## config.mk

```make
export PLATFORM = sky130hd
export DESIGN_NAME = hmc_charge_ctrl
export DESIGN_NICKNAME = d
export VERILOG_FILES = /design/src/rtl/hmc_pkg.sv /design/src/rtl/hmc_timer.sv /design/src/rtl/hmc_charge_ctrl.sv
export SDC_FILE = /design/constraint.sdc
export NUM_CORES = 1
export LEC_CHECK = 0
export ABC_AREA = 1
export ABC_CLOCK_PERIOD_IN_PS = 10400
export BUFFER_PORTS_ARGS = -buffer_cell sky130_fd_sc_hd__clkbuf_2
export CORE_UTILIZATION = 35
export CTS_CLUSTER_SIZE = 16
export DETAILED_ROUTE_END_ITERATION = 8
export HOLD_SLACK_MARGIN = 0.02
export PLACE_DENSITY = 0.53
export SLEW_MARGIN = 10
export SYNTH_ARGS = -nofsm -noshare
export SYNTH_HDL_FRONTEND = slang
export SYNTH_HIERARCHICAL = 1
export SYNTH_SLANG_ARGS = --single-unit
```

## constraint.sdc

```tcl
create_clock -name mclk -period 10.4 [get_ports mclk]
set_clock_uncertainty 0.1 [all_clocks]
set_input_delay 2.08 -clock mclk [delete_from_list [all_inputs] [get_ports mclk]]
set_output_delay 2.08 -clock mclk [all_outputs]
set_load 0.02 [all_outputs]
```

## src/rtl/hmc_pkg.sv

```systemverilog
/*
 * hmc_pkg: constants for the harvester charge controller.
 * assumes a 50 MHz mclk; register map sits on a 32-bit avalon-mm slave.
 */
package hmc_pkg;
   localparam int unsigned CLK_HZ = 50000000;
   localparam int unsigned MS_CYCLES = CLK_HZ / 1000;
   localparam logic [5:0] A_CTRL = 6'h00;
   localparam logic [5:0] A_TRACK_CFG = 6'h04;
   localparam logic [5:0] A_IRQ_EN = 6'h08;
   localparam logic [5:0] A_IRQ_FLAG = 6'h0c;
   localparam logic [5:0] A_MON_CFG = 6'h10;
   localparam logic [5:0] A_MON_DATA = 6'h14;
   localparam logic [5:0] A_STATUS = 6'h18;
   localparam logic [5:0] A_TARGET = 6'h1c;
   localparam int CTRL_UPDATE = 0;
   localparam int CTRL_KEEP_ALIVE = 1;
   localparam int CFG_RATIO_LSB = 0;
   localparam int CFG_TIMING_LSB = 4;
   localparam int IRQ_READY = 0;
   localparam int IRQ_MON_DONE = 1;
   localparam logic [1:0] IRQ_EN_RST = 2'h1;
   localparam logic [6:0] TRACK_CFG_RST = 7'h77;
   localparam logic [3:0] RATIO_MAX = 4'h9;
   localparam int unsigned THERM_PERIOD_S = 8;
   localparam logic [11:0] VMPP_MIN_MV = 12'h078;
   localparam logic [11:0] VMPP_MAX_MV = 12'h5dc;
   localparam logic [31:0] SEC_CYCLES = 32'(CLK_HZ);
   typedef enum logic [2:0] {HMC_RESET, HMC_SENSE_SRC, HMC_SENSE_STO, HMC_SUPPLY,
                             HMC_SLEEP} hmc_state_t;
   typedef enum logic [1:0] {HMC_T_RUN, HMC_T_SETTLE, HMC_T_SAMPLE} hmc_trk_t;
   typedef enum logic [1:0] {HMC_M_IDLE, HMC_M_MEASURE, HMC_M_WAIT} hmc_mon_t;
   // open-circuit settle time and sampling period in ms per timing code
   function automatic logic [31:0] settle_ms(input logic [2:0] c);
      case (c)
         3'h0: settle_ms = 32'd2;
         3'h1: settle_ms = 32'd256;
         3'h2: settle_ms = 32'd64;
         3'h3: settle_ms = 32'd8;
         3'h4: settle_ms = 32'd4;
         3'h5: settle_ms = 32'd2;
         3'h6: settle_ms = 32'd4;
         default: settle_ms = 32'd2;
      endcase
   endfunction : settle_ms
   function automatic logic [31:0] period_ms(input logic [2:0] c);
      case (c)
         3'h0: period_ms = 32'd64;
         3'h1: period_ms = 32'd16384;
         3'h2: period_ms = 32'd4096;
         3'h3: period_ms = 32'd1024;
         3'h4: period_ms = 32'd256;
         3'h5: period_ms = 32'd128;
         3'h6: period_ms = 32'd512;
         default: period_ms = 32'd256;
      endcase
   endfunction : period_ms
   // ratio code to percent; code 0 (impedance matching) treated as 100
   function automatic logic [6:0] ratio_pct(input logic [3:0] c);
      case (c)
         4'h1: ratio_pct = 7'd90;
         4'h2: ratio_pct = 7'd65;
         4'h3: ratio_pct = 7'd60;
         4'h4: ratio_pct = 7'd85;
         4'h5: ratio_pct = 7'd75;
         4'h6: ratio_pct = 7'd70;
         4'h7: ratio_pct = 7'd80;
         4'h8: ratio_pct = 7'd35;
         4'h9: ratio_pct = 7'd50;
         default: ratio_pct = 7'd100;
      endcase
   endfunction : ratio_pct
endpackage : hmc_pkg

```

## src/rtl/hmc_timer.sv

```systemverilog
/*
 * hmc_timer: free-running period counter giving a one-cycle tick.
 * assumes a period of at least one cycle.
 */
`timescale 1ns/1ps
module hmc_timer
   import hmc_pkg::*;
(
   input wire logic mclk,
   input wire logic nrst,
   input wire logic [31:0] period,
   output logic tick
);
   logic [31:0] cnt_q, cnt_d;
   always_comb begin
      tick = (cnt_q + 32'd1 >= period);
      cnt_d = tick ? 32'd0 : cnt_q + 32'd1;
   end
   always_ff @(posedge mclk or negedge nrst) begin
      if (!nrst) begin
         cnt_q <= 32'd0;
      end else begin
         cnt_q <= cnt_d;
      end
   end
endmodule : hmc_timer

```

## src/rtl/hmc_charge_ctrl.sv

```systemverilog
/*
 * hmc_charge_ctrl: tracking, output routing, thermal pacing and power monitor.
 * assumes comparator and adc results synchronous to mclk; host on avalon-mm.
 */
// Contract
// - each period stop extraction, settle, sample voltage
// - open source isolation switch during evaluation
// - tracking active only in supply and sense states
// - nine ratios, targets 0.12 to 1.50 V
// - ratio from register or ratio pins
// - timing pair from register or timing pins
// - open battery switch at overcharge threshold
// - no keep-alive: low rail steers to core switch
// - keep-alive: feed rail via battery-to-core, never core
// - stop battery feed below overdischarge threshold
// - thermal check periodic, every 8 s
// - monitor has pulse-counter and power-meter modes
// - pulse mode counts pulses during measure window
// - meter mode accumulates energy during measure window
// - wait phase equals measure window
// - done raises interrupt only when enabled
// - done flag set when result stored
// - charge inhibit stops charging
// - only interface-ready enabled after start-up
`timescale 1ns/1ps
module hmc_charge_ctrl
   import hmc_pkg::*;
#(
   parameter logic [31:0] THERM_CYCLES = 32'(THERM_PERIOD_S) * SEC_CYCLES,
   parameter logic [31:0] MS_TICK = 32'(MS_CYCLES)
)(
   input wire logic mclk,
   input wire logic nrst,
   input wire logic [5:0] avs_address,
   input wire logic avs_read,
   input wire logic avs_write,
   input wire logic [31:0] avs_writedata,
   input wire logic [3:0] avs_byteenable,
   output logic [31:0] avs_readdata,
   output logic avs_waitrequest,
   input wire logic [2:0] ratio_select_pins,
   input wire logic [1:0] timing_select_pins,
   input wire logic charge_inhibit,
   input wire logic rail_ready,
   input wire logic [2:0] state_req,
   input wire logic [11:0] harvester_node_mv,
   input wire logic vint_low,
   input wire logic vint_above_hyst,
   input wire logic at_overcharge_threshold,
   input wire logic below_overdischarge_threshold,
   input wire logic conv_pulse,
   input wire logic [15:0] energy_quantum,
   output logic source_isolation_switch,
   output logic extract_enable,
   output logic sample_strobe,
   output logic [11:0] target_mv,
   output logic core_rail_switch,
   output logic battery_switch,
   output logic battery_to_core_switch,
   output logic thermal_sample,
   output logic irq
);
   hmc_state_t st_q, st_d;
   hmc_trk_t trk_q, trk_d;
   hmc_mon_t mon_q, mon_d;
   logic [6:0] cfg_q, cfg_d;
   logic [1:0] ctrl_q, ctrl_d;
   logic [1:0] irq_en_q, irq_en_d;
   logic [1:0] irq_flag_q, irq_flag_d;
   logic [16:0] mon_cfg_q, mon_cfg_d;
   logic [31:0] mon_data_q, mon_data_d;
   logic [31:0] acc_q, acc_d;
   logic [31:0] cnt_q, cnt_d;
   logic [31:0] ms_q, ms_d;
   logic [11:0] voc_q, voc_d;
   logic [11:0] tgt_q, tgt_d;
   logic core_mode_q, core_mode_d;
   logic irq_q, irq_d;
   logic [31:0] rdata_q, rdata_d;
   logic ack_q, ack_d;
   logic [3:0] ratio;
   logic [2:0] timing;
   logic track_on, ms_tick, bus_req, therm_tick;
   logic [18:0] prod;
   logic [11:0] scaled;
   logic ready_evt, done_evt;

   hmc_timer u_therm (
      .mclk(mclk),
      .nrst(nrst),
      .period(THERM_CYCLES),
      .tick(therm_tick)
   );
   assign thermal_sample = therm_tick;

   // after an update, register values override the pins
   always_comb begin
      ratio = ctrl_q[CTRL_UPDATE] ? cfg_q[3:0] : {1'b0, ratio_select_pins};
      if (ratio > RATIO_MAX) ratio = RATIO_MAX;
      timing = ctrl_q[CTRL_UPDATE] ? cfg_q[6:4] : {1'b1, timing_select_pins};
      track_on = (st_q == HMC_SUPPLY) || (st_q == HMC_SENSE_SRC)
                 || (st_q == HMC_SENSE_STO);
      prod = 19'(voc_q) * 19'(ratio_pct(ratio));
      scaled = 12'(prod / 19'd100);
      if (scaled < VMPP_MIN_MV) scaled = VMPP_MIN_MV;
      if (scaled > VMPP_MAX_MV) scaled = VMPP_MAX_MV;
   end

   always_comb begin
      ms_tick = (ms_q + 32'd1 >= MS_TICK);
      ms_d = ms_tick ? 32'd0 : ms_q + 32'd1;
   end

   // power state follows the supervisor request once the rail is up
   always_comb begin
      st_d = st_q;
      case (st_q)
         HMC_RESET: if (rail_ready) st_d = HMC_SENSE_SRC;
         default: begin
            if (!rail_ready) st_d = HMC_RESET;
            else if (state_req <= 3'd4) st_d = hmc_state_t'(state_req);
         end
      endcase
   end

   // tracker: run, settle open-circuit, sample
   always_comb begin
      trk_d = trk_q;
      cnt_d = cnt_q;
      voc_d = voc_q;
      tgt_d = tgt_q;
      sample_strobe = 1'b0;
      case (trk_q)
         HMC_T_RUN: begin
            if (!track_on) begin
               cnt_d = 32'd0;
            end else if (ms_tick) begin
               cnt_d = cnt_q + 32'd1;
               // settle time counts inside the sampling period
               if (cnt_q + 32'd1 >= period_ms(timing) - settle_ms(timing)) begin
                  cnt_d = 32'd0;
                  trk_d = HMC_T_SETTLE;
               end
            end
         end
         HMC_T_SETTLE: begin
            if (!track_on) begin
               trk_d = HMC_T_RUN;
               cnt_d = 32'd0;
            end else if (ms_tick) begin
               cnt_d = cnt_q + 32'd1;
               if (cnt_q + 32'd1 >= settle_ms(timing)) trk_d = HMC_T_SAMPLE;
            end
         end
         HMC_T_SAMPLE: begin
            sample_strobe = 1'b1;
            voc_d = harvester_node_mv;
            trk_d = HMC_T_RUN;
            cnt_d = 32'd0;
         end
         default: trk_d = HMC_T_RUN;
      endcase
      if (trk_q == HMC_T_RUN) tgt_d = scaled;
   end

   always_comb begin
      source_isolation_switch = track_on && (trk_q == HMC_T_RUN);
      extract_enable = track_on && (trk_q == HMC_T_RUN);
      target_mv = tgt_q;
   end

   // output routing
   always_comb begin
      core_mode_d = core_mode_q;
      if (ctrl_q[CTRL_KEEP_ALIVE]) core_mode_d = 1'b0;
      else if (vint_low) core_mode_d = 1'b1;
      else if (vint_above_hyst) core_mode_d = 1'b0;
      core_rail_switch = core_mode_q && !ctrl_q[CTRL_KEEP_ALIVE];
      battery_switch = !core_mode_q && !at_overcharge_threshold
                       && !charge_inhibit && st_q != HMC_RESET;
      battery_to_core_switch = ctrl_q[CTRL_KEEP_ALIVE] && vint_low
                               && !below_overdischarge_threshold;
   end

   // monitor: mon_cfg[15:0] window in ms, [16] meter mode; window 0 keeps it idle
   // last_ms marks the final ms tick of a measure or wait phase
   logic [15:0] mcnt_q, mcnt_d;
   logic last_ms;
   always_comb begin
      last_ms = ms_tick && (mcnt_q + 16'd1 >= mon_cfg_q[15:0]);
      mcnt_d = mcnt_q;
      if (mon_q == HMC_M_IDLE) mcnt_d = 16'h0;
      else if (ms_tick) mcnt_d = last_ms ? 16'h0 : mcnt_q + 16'd1;
   end

   // phases start on an ms tick so measure and wait spans match in cycles
   always_comb begin
      mon_d = mon_q;
      acc_d = acc_q;
      mon_data_d = mon_data_q;
      done_evt = 1'b0;
      case (mon_q)
         HMC_M_IDLE: begin
            if (mon_cfg_q[15:0] != 16'h0 && ms_tick) begin
               mon_d = HMC_M_MEASURE;
               acc_d = 32'd0;
            end
         end
         HMC_M_MEASURE: begin
            if (mon_cfg_q[16]) acc_d = acc_q + 32'(energy_quantum);
            else if (conv_pulse) acc_d = acc_q + 32'd1;
            if (last_ms) mon_d = HMC_M_WAIT;
         end
         HMC_M_WAIT: begin
            if (last_ms) begin
               mon_data_d = acc_q;
               done_evt = 1'b1;
               mon_d = HMC_M_MEASURE;
               acc_d = 32'd0;
            end
         end
         default: mon_d = HMC_M_IDLE;
      endcase
      if (mon_cfg_q[15:0] == 16'h0) mon_d = HMC_M_IDLE;
   end

   // bus: one wait cycle, answer registered
   always_comb begin
      bus_req = (avs_read || avs_write) && !ack_q;
      ack_d = bus_req;
      avs_waitrequest = (avs_read || avs_write) && !ack_q;
      avs_readdata = rdata_q;
      ready_evt = (st_q == HMC_RESET) && rail_ready;
      cfg_d = cfg_q;
      ctrl_d = ctrl_q;
      irq_en_d = irq_en_q;
      mon_cfg_d = mon_cfg_q;
      irq_flag_d = irq_flag_q;
      rdata_d = rdata_q;
      // a write lands at the edge where waitrequest reads low
      if (ack_q && avs_write && avs_byteenable[0]) begin
         case (avs_address)
            A_CTRL: ctrl_d = avs_writedata[1:0];
            A_TRACK_CFG: cfg_d = avs_writedata[6:0];
            A_IRQ_EN: irq_en_d = avs_writedata[1:0];
            A_IRQ_FLAG: irq_flag_d = irq_flag_q & ~avs_writedata[1:0];
            A_MON_CFG: mon_cfg_d = avs_writedata[16:0];
            default: ;
         endcase
      end
      if (bus_req && avs_read) begin
         case (avs_address)
            A_CTRL: rdata_d = {30'h0, ctrl_q};
            A_TRACK_CFG: rdata_d = {25'h0, cfg_q};
            A_IRQ_EN: rdata_d = {30'h0, irq_en_q};
            A_IRQ_FLAG: rdata_d = {30'h0, irq_flag_q};
            A_MON_CFG: rdata_d = {15'h0, mon_cfg_q};
            A_MON_DATA: rdata_d = mon_data_q;
            A_STATUS: rdata_d = {26'h0, trk_q, core_mode_q, st_q};
            A_TARGET: rdata_d = {20'h0, tgt_q};
            default: rdata_d = 32'h0;
         endcase
      end
      if (ready_evt) irq_flag_d[IRQ_READY] = 1'b1;
      if (done_evt) irq_flag_d[IRQ_MON_DONE] = 1'b1;
      irq_d = |(irq_flag_d & irq_en_q);
   end
   assign irq = irq_q;

   always_ff @(posedge mclk or negedge nrst) begin
      if (!nrst) begin
         ms_q <= 32'h0;
      end else begin
         ms_q <= ms_d;
      end
   end

   always_ff @(posedge mclk or negedge nrst) begin
      if (!nrst) begin
         st_q <= HMC_RESET;
      end else begin
         st_q <= st_d;
      end
   end

   always_ff @(posedge mclk or negedge nrst) begin
      if (!nrst) begin
         trk_q <= HMC_T_RUN;
         cnt_q <= 32'h0;
         voc_q <= 12'h0;
         tgt_q <= 12'h0;
      end else begin
         trk_q <= trk_d;
         cnt_q <= cnt_d;
         voc_q <= voc_d;
         tgt_q <= tgt_d;
      end
   end

   always_ff @(posedge mclk or negedge nrst) begin
      if (!nrst) begin
         core_mode_q <= 1'b0;
      end else begin
         core_mode_q <= core_mode_d;
      end
   end

   always_ff @(posedge mclk or negedge nrst) begin
      if (!nrst) begin
         mcnt_q <= 16'h0;
      end else begin
         mcnt_q <= mcnt_d;
      end
   end

   always_ff @(posedge mclk or negedge nrst) begin
      if (!nrst) begin
         mon_q <= HMC_M_IDLE;
         acc_q <= 32'h0;
         mon_data_q <= 32'h0;
      end else begin
         mon_q <= mon_d;
         acc_q <= acc_d;
         mon_data_q <= mon_data_d;
      end
   end

   always_ff @(posedge mclk or negedge nrst) begin
      if (!nrst) begin
         cfg_q <= TRACK_CFG_RST;
         ctrl_q <= 2'h0;
         irq_en_q <= IRQ_EN_RST;
         irq_flag_q <= 2'h0;
         mon_cfg_q <= 17'h0;
         irq_q <= 1'b0;
         rdata_q <= 32'h0;
         ack_q <= 1'b0;
      end else begin
         cfg_q <= cfg_d;
         ctrl_q <= ctrl_d;
         irq_en_q <= irq_en_d;
         irq_flag_q <= irq_flag_d;
         mon_cfg_q <= mon_cfg_d;
         irq_q <= irq_d;
         rdata_q <= rdata_d;
         ack_q <= ack_d;
      end
   end
endmodule : hmc_charge_ctrl

```

# Yosys cells after proc, flatten, opt, wreduce, memory -nomap -nowiden
# Memories as Yosys holds them, arrays and structs flattened.
# Cells that the tools add are included.
[op_classes]
addsub = 7
multipliers = 1
div = 1
magnitude_cmp = 9
eq_ne = 34
mux = 57
bitwise_logic = 3
reduce_logical = 47
[ops]
columns = ["op", "count"]
rows = [
  ["32-bit 2-to-1 mux", 18],
  ["32-bit case mux with 8 select lines", 1],
  ["32-bit case mux with 3 select lines", 2],
  ["32-bit by 1-bit adder with 32-bit output, second input constant", 4],
  ["15-bit case mux with 6 select lines", 1],
  ["32-bit >= comparator", 2],
  ["16-bit 2-to-1 mux", 3],
  ["9-bit case mux with 4 select lines", 1],
  ["32-bit by 16-bit adder with 32-bit output", 1],
  ["32-bit by 16-bit >= comparator with 1-bit output, second input constant", 1],
  ["32-bit by 29-bit >= comparator with 1-bit output, second input constant", 1],
  ["32-bit subtractor", 1],
  ["6-bit by 5-bit == test with 1-bit output, second input constant", 4],
  ["12-bit 2-to-1 mux", 2],
  ["2-bit 2-to-1 mux", 12],
  ["19-bit by 7-bit divider with 19-bit output, second input constant", 1],
  ["12-bit by 7-bit multiplier with 19-bit output", 1],
  ["3-bit != test, second input constant", 6],
  ["16-bit by 1-bit adder with 16-bit output, second input constant", 1],
  ["16-bit >= comparator", 1],
  ["16-bit zero test", 1],
  ["16-bit nonzero test", 1],
  ["3-bit 2-to-1 mux", 5],
  ["1-bit logical AND", 14],
  ["32 further kinds", 74],
]
[word_totals]
ff_bits = 272
mem_bits_ro = 112
input_bits = 89
out_inout_bits = 53
elab_cells = 180
memories = 1
[mem_list]
columns = ["name", "depth", "width", "rd", "rd_ports_with_merged_regs", "write_ports", "line_no", "rtl"]
rows = [
  ["(no name shown)", 16, 7, 1, 0, 0, "hmc_pkg.sv:60", "case (c)"],
]

# Longest topological paths before layout
[logic_depth]
ltp_word = 13
ltp_mapped = 98
mapped_depth_nobuf = 97

# By module
# Netlist, hierarchy kept.
[modules_own_cells]
columns = ["module", "n_inst", "cells_each", "area_each_um2", "seq_area_each_um2"]
rows = [
  ["hmc_charge_ctrl", 1, 2459, 18293.8, 6014.5],
  ["hmc_timer", 1, 434, 2871.5, 800.8],
]

# Least setup slack after synthesis
# Ideal clock, no wire load.
[synth_timing]
path_type = "input to register"
start = "input ratio_select_pins[0]"
end = "register tgt_q[5], in the netlist target_mv[5]"
setup_time_ns = 0.116
arrival_ns = 11.775
required_time_ns = 10.184
slack_ns = -1.592
stages = 85
n_path_buf = 0
path_cell_list = "nand2_1 o21ai_0 nor2_1 inv_1 ha_1 nor3_1 nor3_1 inv_1 nand2_1 fa_1 fa_1 inv_1 fa_1 inv_1 fa_1 inv_1 ha_1 nand2_1 [49 not listed] nand3_1 nand4_2 nand2_2 nand2_4 nand2_2 nand4_2 nand2_2 nand2_2 nand2_1 nand2_1 nor2_1 nand2_1 nand2_2 nand2_2 nand2_2 nand2_4 nand2_1 nand2_1"
[synth_via]
elab_chain_len = 10
[synth_lines]
columns = ["item", "line_no", "rtl"]
rows = [
  ["start, declared", "hmc_charge_ctrl.sv:41", "input wire logic [2:0] ratio_select_pins,"],
  ["4-bit 2-to-1 mux *", "hmc_charge_ctrl.sv:98", "ratio = ctrl_q[CTRL_UPDATE] ? cfg_q[3:0] : {1'b0, ratio_select_pins};"],
  ["4-bit greater-than comparator", "hmc_charge_ctrl.sv:99", "if (ratio > RATIO_MAX) ratio = RATIO_MAX;"],
  ["4-bit 2-to-1 mux *", "hmc_charge_ctrl.sv:99", ""],
  ["memory 16 x 7 bit *", "-", ""],
  ["12-bit by 7-bit multiplier with 19-bit output *", "hmc_charge_ctrl.sv:103", "prod = 19'(voc_q) * 19'(ratio_pct(ratio));"],
  ["19-bit by 7-bit divider with 19-bit output *", "hmc_charge_ctrl.sv:104", "scaled = 12'(prod / 19'd100);"],
  ["12-bit by 7-bit less-than comparator with 1-bit output", "hmc_charge_ctrl.sv:105", "if (scaled < VMPP_MIN_MV) scaled = VMPP_MIN_MV;"],
  ["12-bit 2-to-1 mux *", "hmc_charge_ctrl.sv:105", ""],
  ["12-bit by 11-bit greater-than comparator with 1-bit output", "hmc_charge_ctrl.sv:106", "if (scaled > VMPP_MAX_MV) scaled = VMPP_MAX_MV;"],
  ["12-bit 2-to-1 mux *", "hmc_charge_ctrl.sv:106", ""],
  ["end signal, assigned", "hmc_charge_ctrl.sv:296", "tgt_q <= tgt_d;"],
  ["end, declared", "hmc_charge_ctrl.sv:76", "logic [11:0] tgt_q, tgt_d;"],
]
# Mark *: on every way between the ends. The rest lies on a longest branch, timed or not.
# A chain may end at the register's enable or synchronous reset.

# Worst setup path after layout
[layout_timing]
start = "input ratio_select_pins[0]"
end = "register tgt_q[9], in the netlist target_mv[9]"
# Same word-level chain as after synthesis.

==> out/qor.yml <==
outcome:
  outcome: "finished with violations"
  failing_checks: "negative setup slack"
logic_synthesis:
  synth_common_cells: "nand2_1 (666), inv_1 (500), nor2_1 (291)"
  ys_async_sr_fraction_pct: 100.0
  ys_warn_count: 6
  yosys.cell_count.top_type: "nand2_1"
  yosysSeqAreaShare_pct: 32.20
  synth-edff-count: 0
  synthesis.area_per_instance_um2: 7.316
  synth.lib_cells_used.distinct: 62
  synth_area_um2: 21170
  synth_ff_type: "dfrtp_1"
  post_synth_top_area_cell: "dfrtp_1"
  synth_top_area_share_pct: 31.33
  cell_types_with_the_largest_area_share_after_synthesis: "dfrtp_1 (31%), nand2_1 (12%), inv_1 (8.9%)"
  post_synth_inst_count: 2893
  ff_latch_count_synth: 272
routing:
  drt_drc_violations_left: 0
  post_drt_wl_per_cell_um: 14.54
  drt_first_iter_violations: 1117
  route.antenna.remaining_nets: 0
  post_drt_via_cell_ratio: 4.863
  drt_pass1_iterations: 5
  routed_wirelength_mm: 59.32
  num_vias: 19840
critical_path:
  buffers_inverters_on_critical_path: 6
  worst_r2r_startpoint: "cfg_q[1]$_DFFE_PN1P_"
  critPathTopFamily: "simple AND/OR/NAND/NOR gates"
  r2r_setup_slack_ns: -0.50
  total_number_of_cells_along_the_worst_setup_path: 84
  worst_path_most_repeated_cell: "nand2_4"
  largest_stage_delay_on_the_critical_path_ns: 0.60
  timing.setup.critical_path_class: "in2reg"
  worst_ep_arrival_time_ns: 12.29
  r2r-end: "target_mv[9]$_DFFE_PN0P_"
  cp_max_fo: 8
  timing.critical_path.from_type: "input port"
  crit_required_ns: 10.75
  critical_path.slowest_cell: "fa_1"
  reg2regPathDepth: 84
  setup.worst_path.end_class: "register"
timing:
  fin_ws_ns: -1.545
  max_slew.worst_pin.slew_ns: 1.027
  timing.final.setup_violations: 10
  post-route-period-util_pct: 114.9
  rsz0062_at_grt: "yes"
  total_count_of_max_transition_violations_in_the_final_report: 0
  max_clock_freq_ghz: 0.08372
  slew_headroom_pct: 29.73
  final_hold_viol_count: 0
  layout_min_cycle_time_ns: 11.94
layout:
  postLayoutCellArea_um2: 26840
  stdcell_count: 4079
  nNetsFinal: 3565
  area_growth_syn_to_layout_pct: 26.81
  final_layout_size_suffix_gt1_share_pct: 22.30
die:
  fp.dieW_um: 247.9
  num_io_pins: 142
  die-height_um: 247.9
  row_count: 89
  core-area_um2: 59350
  floorplan.die_area_um2: 61460
  initial_utilization_pct: 35.66
cts:
  cts-root-to-sink-buffers: 3
  clk_transition_reported_paths_ns: 0.06
  tritoncts: "yes"
  number_of_sinks_driven_by_the_clock_tree: 272
  cts.htree.levels: 2
  clock_buffer_count_from_cts: 35
  ctsRootBufferMaster: "clkbuf_16"
  clk_latency_ns: 0.55
global_route:
  largest_net_degree_at_the_start_of_global_routing: 109
  antenna_found_initial: 3
  first_pass_grt_wire_length_mm: 98.30
  vias_in_the_first_global_route: 19830
  globalRoute.totalOverflow: 0
  groute.usage.overall_pct: 19.65
worst_hold_path:
  beginning_of_the_worst_hold_path: "ack_q$_DFF_PN0_"
  worst_hold_path.endpoint: "ack_q$_DFF_PN0_"
  worst_hold_path.num_cells: 1
  min-delay-path-class: "reg2reg"
placed_design:
  io_buffer_count: 123
  dpl-instance-area_um2: 24550
  place.detailed.instances: 3967
  gp_congestion: 0.8745
  place.detailed.hpwl_mm: 46.27
job:
  timing.max_cap.violations: 0
==> kinds of logic after synthesis <==
group / synth area share [%]
buf+inv: 10.29
other cells: 0.03548
flops: 32.20
mux: 0.1064
xor+xnor: 3.890
compound gates: 11.20
simple gates: 28.87
fa+ha+maj: 13.42
==> worst max-delay path by stage <==
| stage | startpoint | slack (ns) | endpoint |
|---|---|---|---|
| 6_report | ratio_select_pins[0] | -1.54 | target_mv[9]$_DFFE_PN0P_ |
| 5_1_grt | ratio_select_pins[0] | -2.17 | target_mv[9]$_DFFE_PN0P_ |
| 4_1_cts | ratio_select_pins[0] | -1.35 | target_mv[9]$_DFFE_PN0P_ |
| 3_5_place_dp | ratio_select_pins[0] | -2.07 | target_mv[5]$_DFFE_PN0P_ |
| 3_3_place_gp | ratio_select_pins[0] | -1.89 | target_mv[9]$_DFFE_PN0P_ |
| 2_1_floorplan | ratio_select_pins[0] | -1.16 | target_mv[5]$_DFFE_PN0P_ |
==> flip-flops by register name, summed over array words and instances (netlist names), 16 cells and up <==
name           count
mon_cfg_q         17
acc_q             32
mon_data_q        32
ms_q              32
mcnt_q            16
u_therm/cnt_q     32
cnt_q             32
avs_readdata      32
==> worst reg2reg max path: cells and delay by family, from the launching register on <==
kind,cells,cell delay [ns]
DFF,1,0.54
AOI/OAI and AO/OA,3,0.37
adders and majority gates,6,2.64
buffers and inverters,6,0.42
and+or+nand+nor,69,6.76
==> per-layer routing <==
| layer | share of wire [%] | track usage (%) | routed length (um) |
|---|---|---|---|
| met4 | 2.8 | 5.955 | 1672 |
| met5 | 0.046 | 0 | 27 |
| met2 | 47 | 32.56 | 27750 |
| met3 | 3.7 | 2.660 | 2199 |
| met1 | 47 | 26.48 | 27670 |
==> through the flow <==
stage | setup slack [ns] | utilization (%) | hold slack [ns] | TNS, ns
after floorplan | -1.160 | - | 0.3530 | -11.09
after global placement | -1.887 | 41.37 | 0.3394 | -18.18
after detailed placement | -2.070 | 41.37 | 0.3610 | -20.09
after CTS | -1.348 | 44.32 | 0.3688 | -12.79
after global routing | -2.165 | 45.22 | 0.3932 | -20.92
final | -1.545 | 45.22 | 0.3753 | -14.76
==> repair_timing <==
action	in CTS	in global routing
buffers inserted	33	15
pin swaps	48	113
hold buffers	0	0
resized for setup	78	106
setup endpoints to repair	10	10
==> layout make-up <==
| class | count | area (um^2) |
|---|---|---|
| inverter | 527 | 1996 |
| timing repair buffer | 348 | 2364 |
| multi-input combinational | 2095 | 13490 |
| tap | 773 | 967.2 |
| fill | 5967 | 32510 |
| sequential | 272 | 6815 |
| antenna | 1 | 2.502 |
| clock buffer | 48 | 994.7 |
| clock inverter | 15 | 211.5 |
==> cells in the final DEF, fill, tap and decap left out, types with 48 or more instances in the layout <==
cell and n:
nand2_4 64, nor2_1 270, ha_1 136, nor3_1 49, o21ai_0 151, inv_1 482, xor2_1 74, nand2_2 74
dfrtp_1 265, nand2_1 587, a21oi_1 79, conb_1 53, fa_1 48, clkbuf_2 120, nand3_1 107, buf_4 217
Power is left out: the tool's default activity adds up to more than one toggle a clock period on the data nets, which glitch-free logic cannot reach.
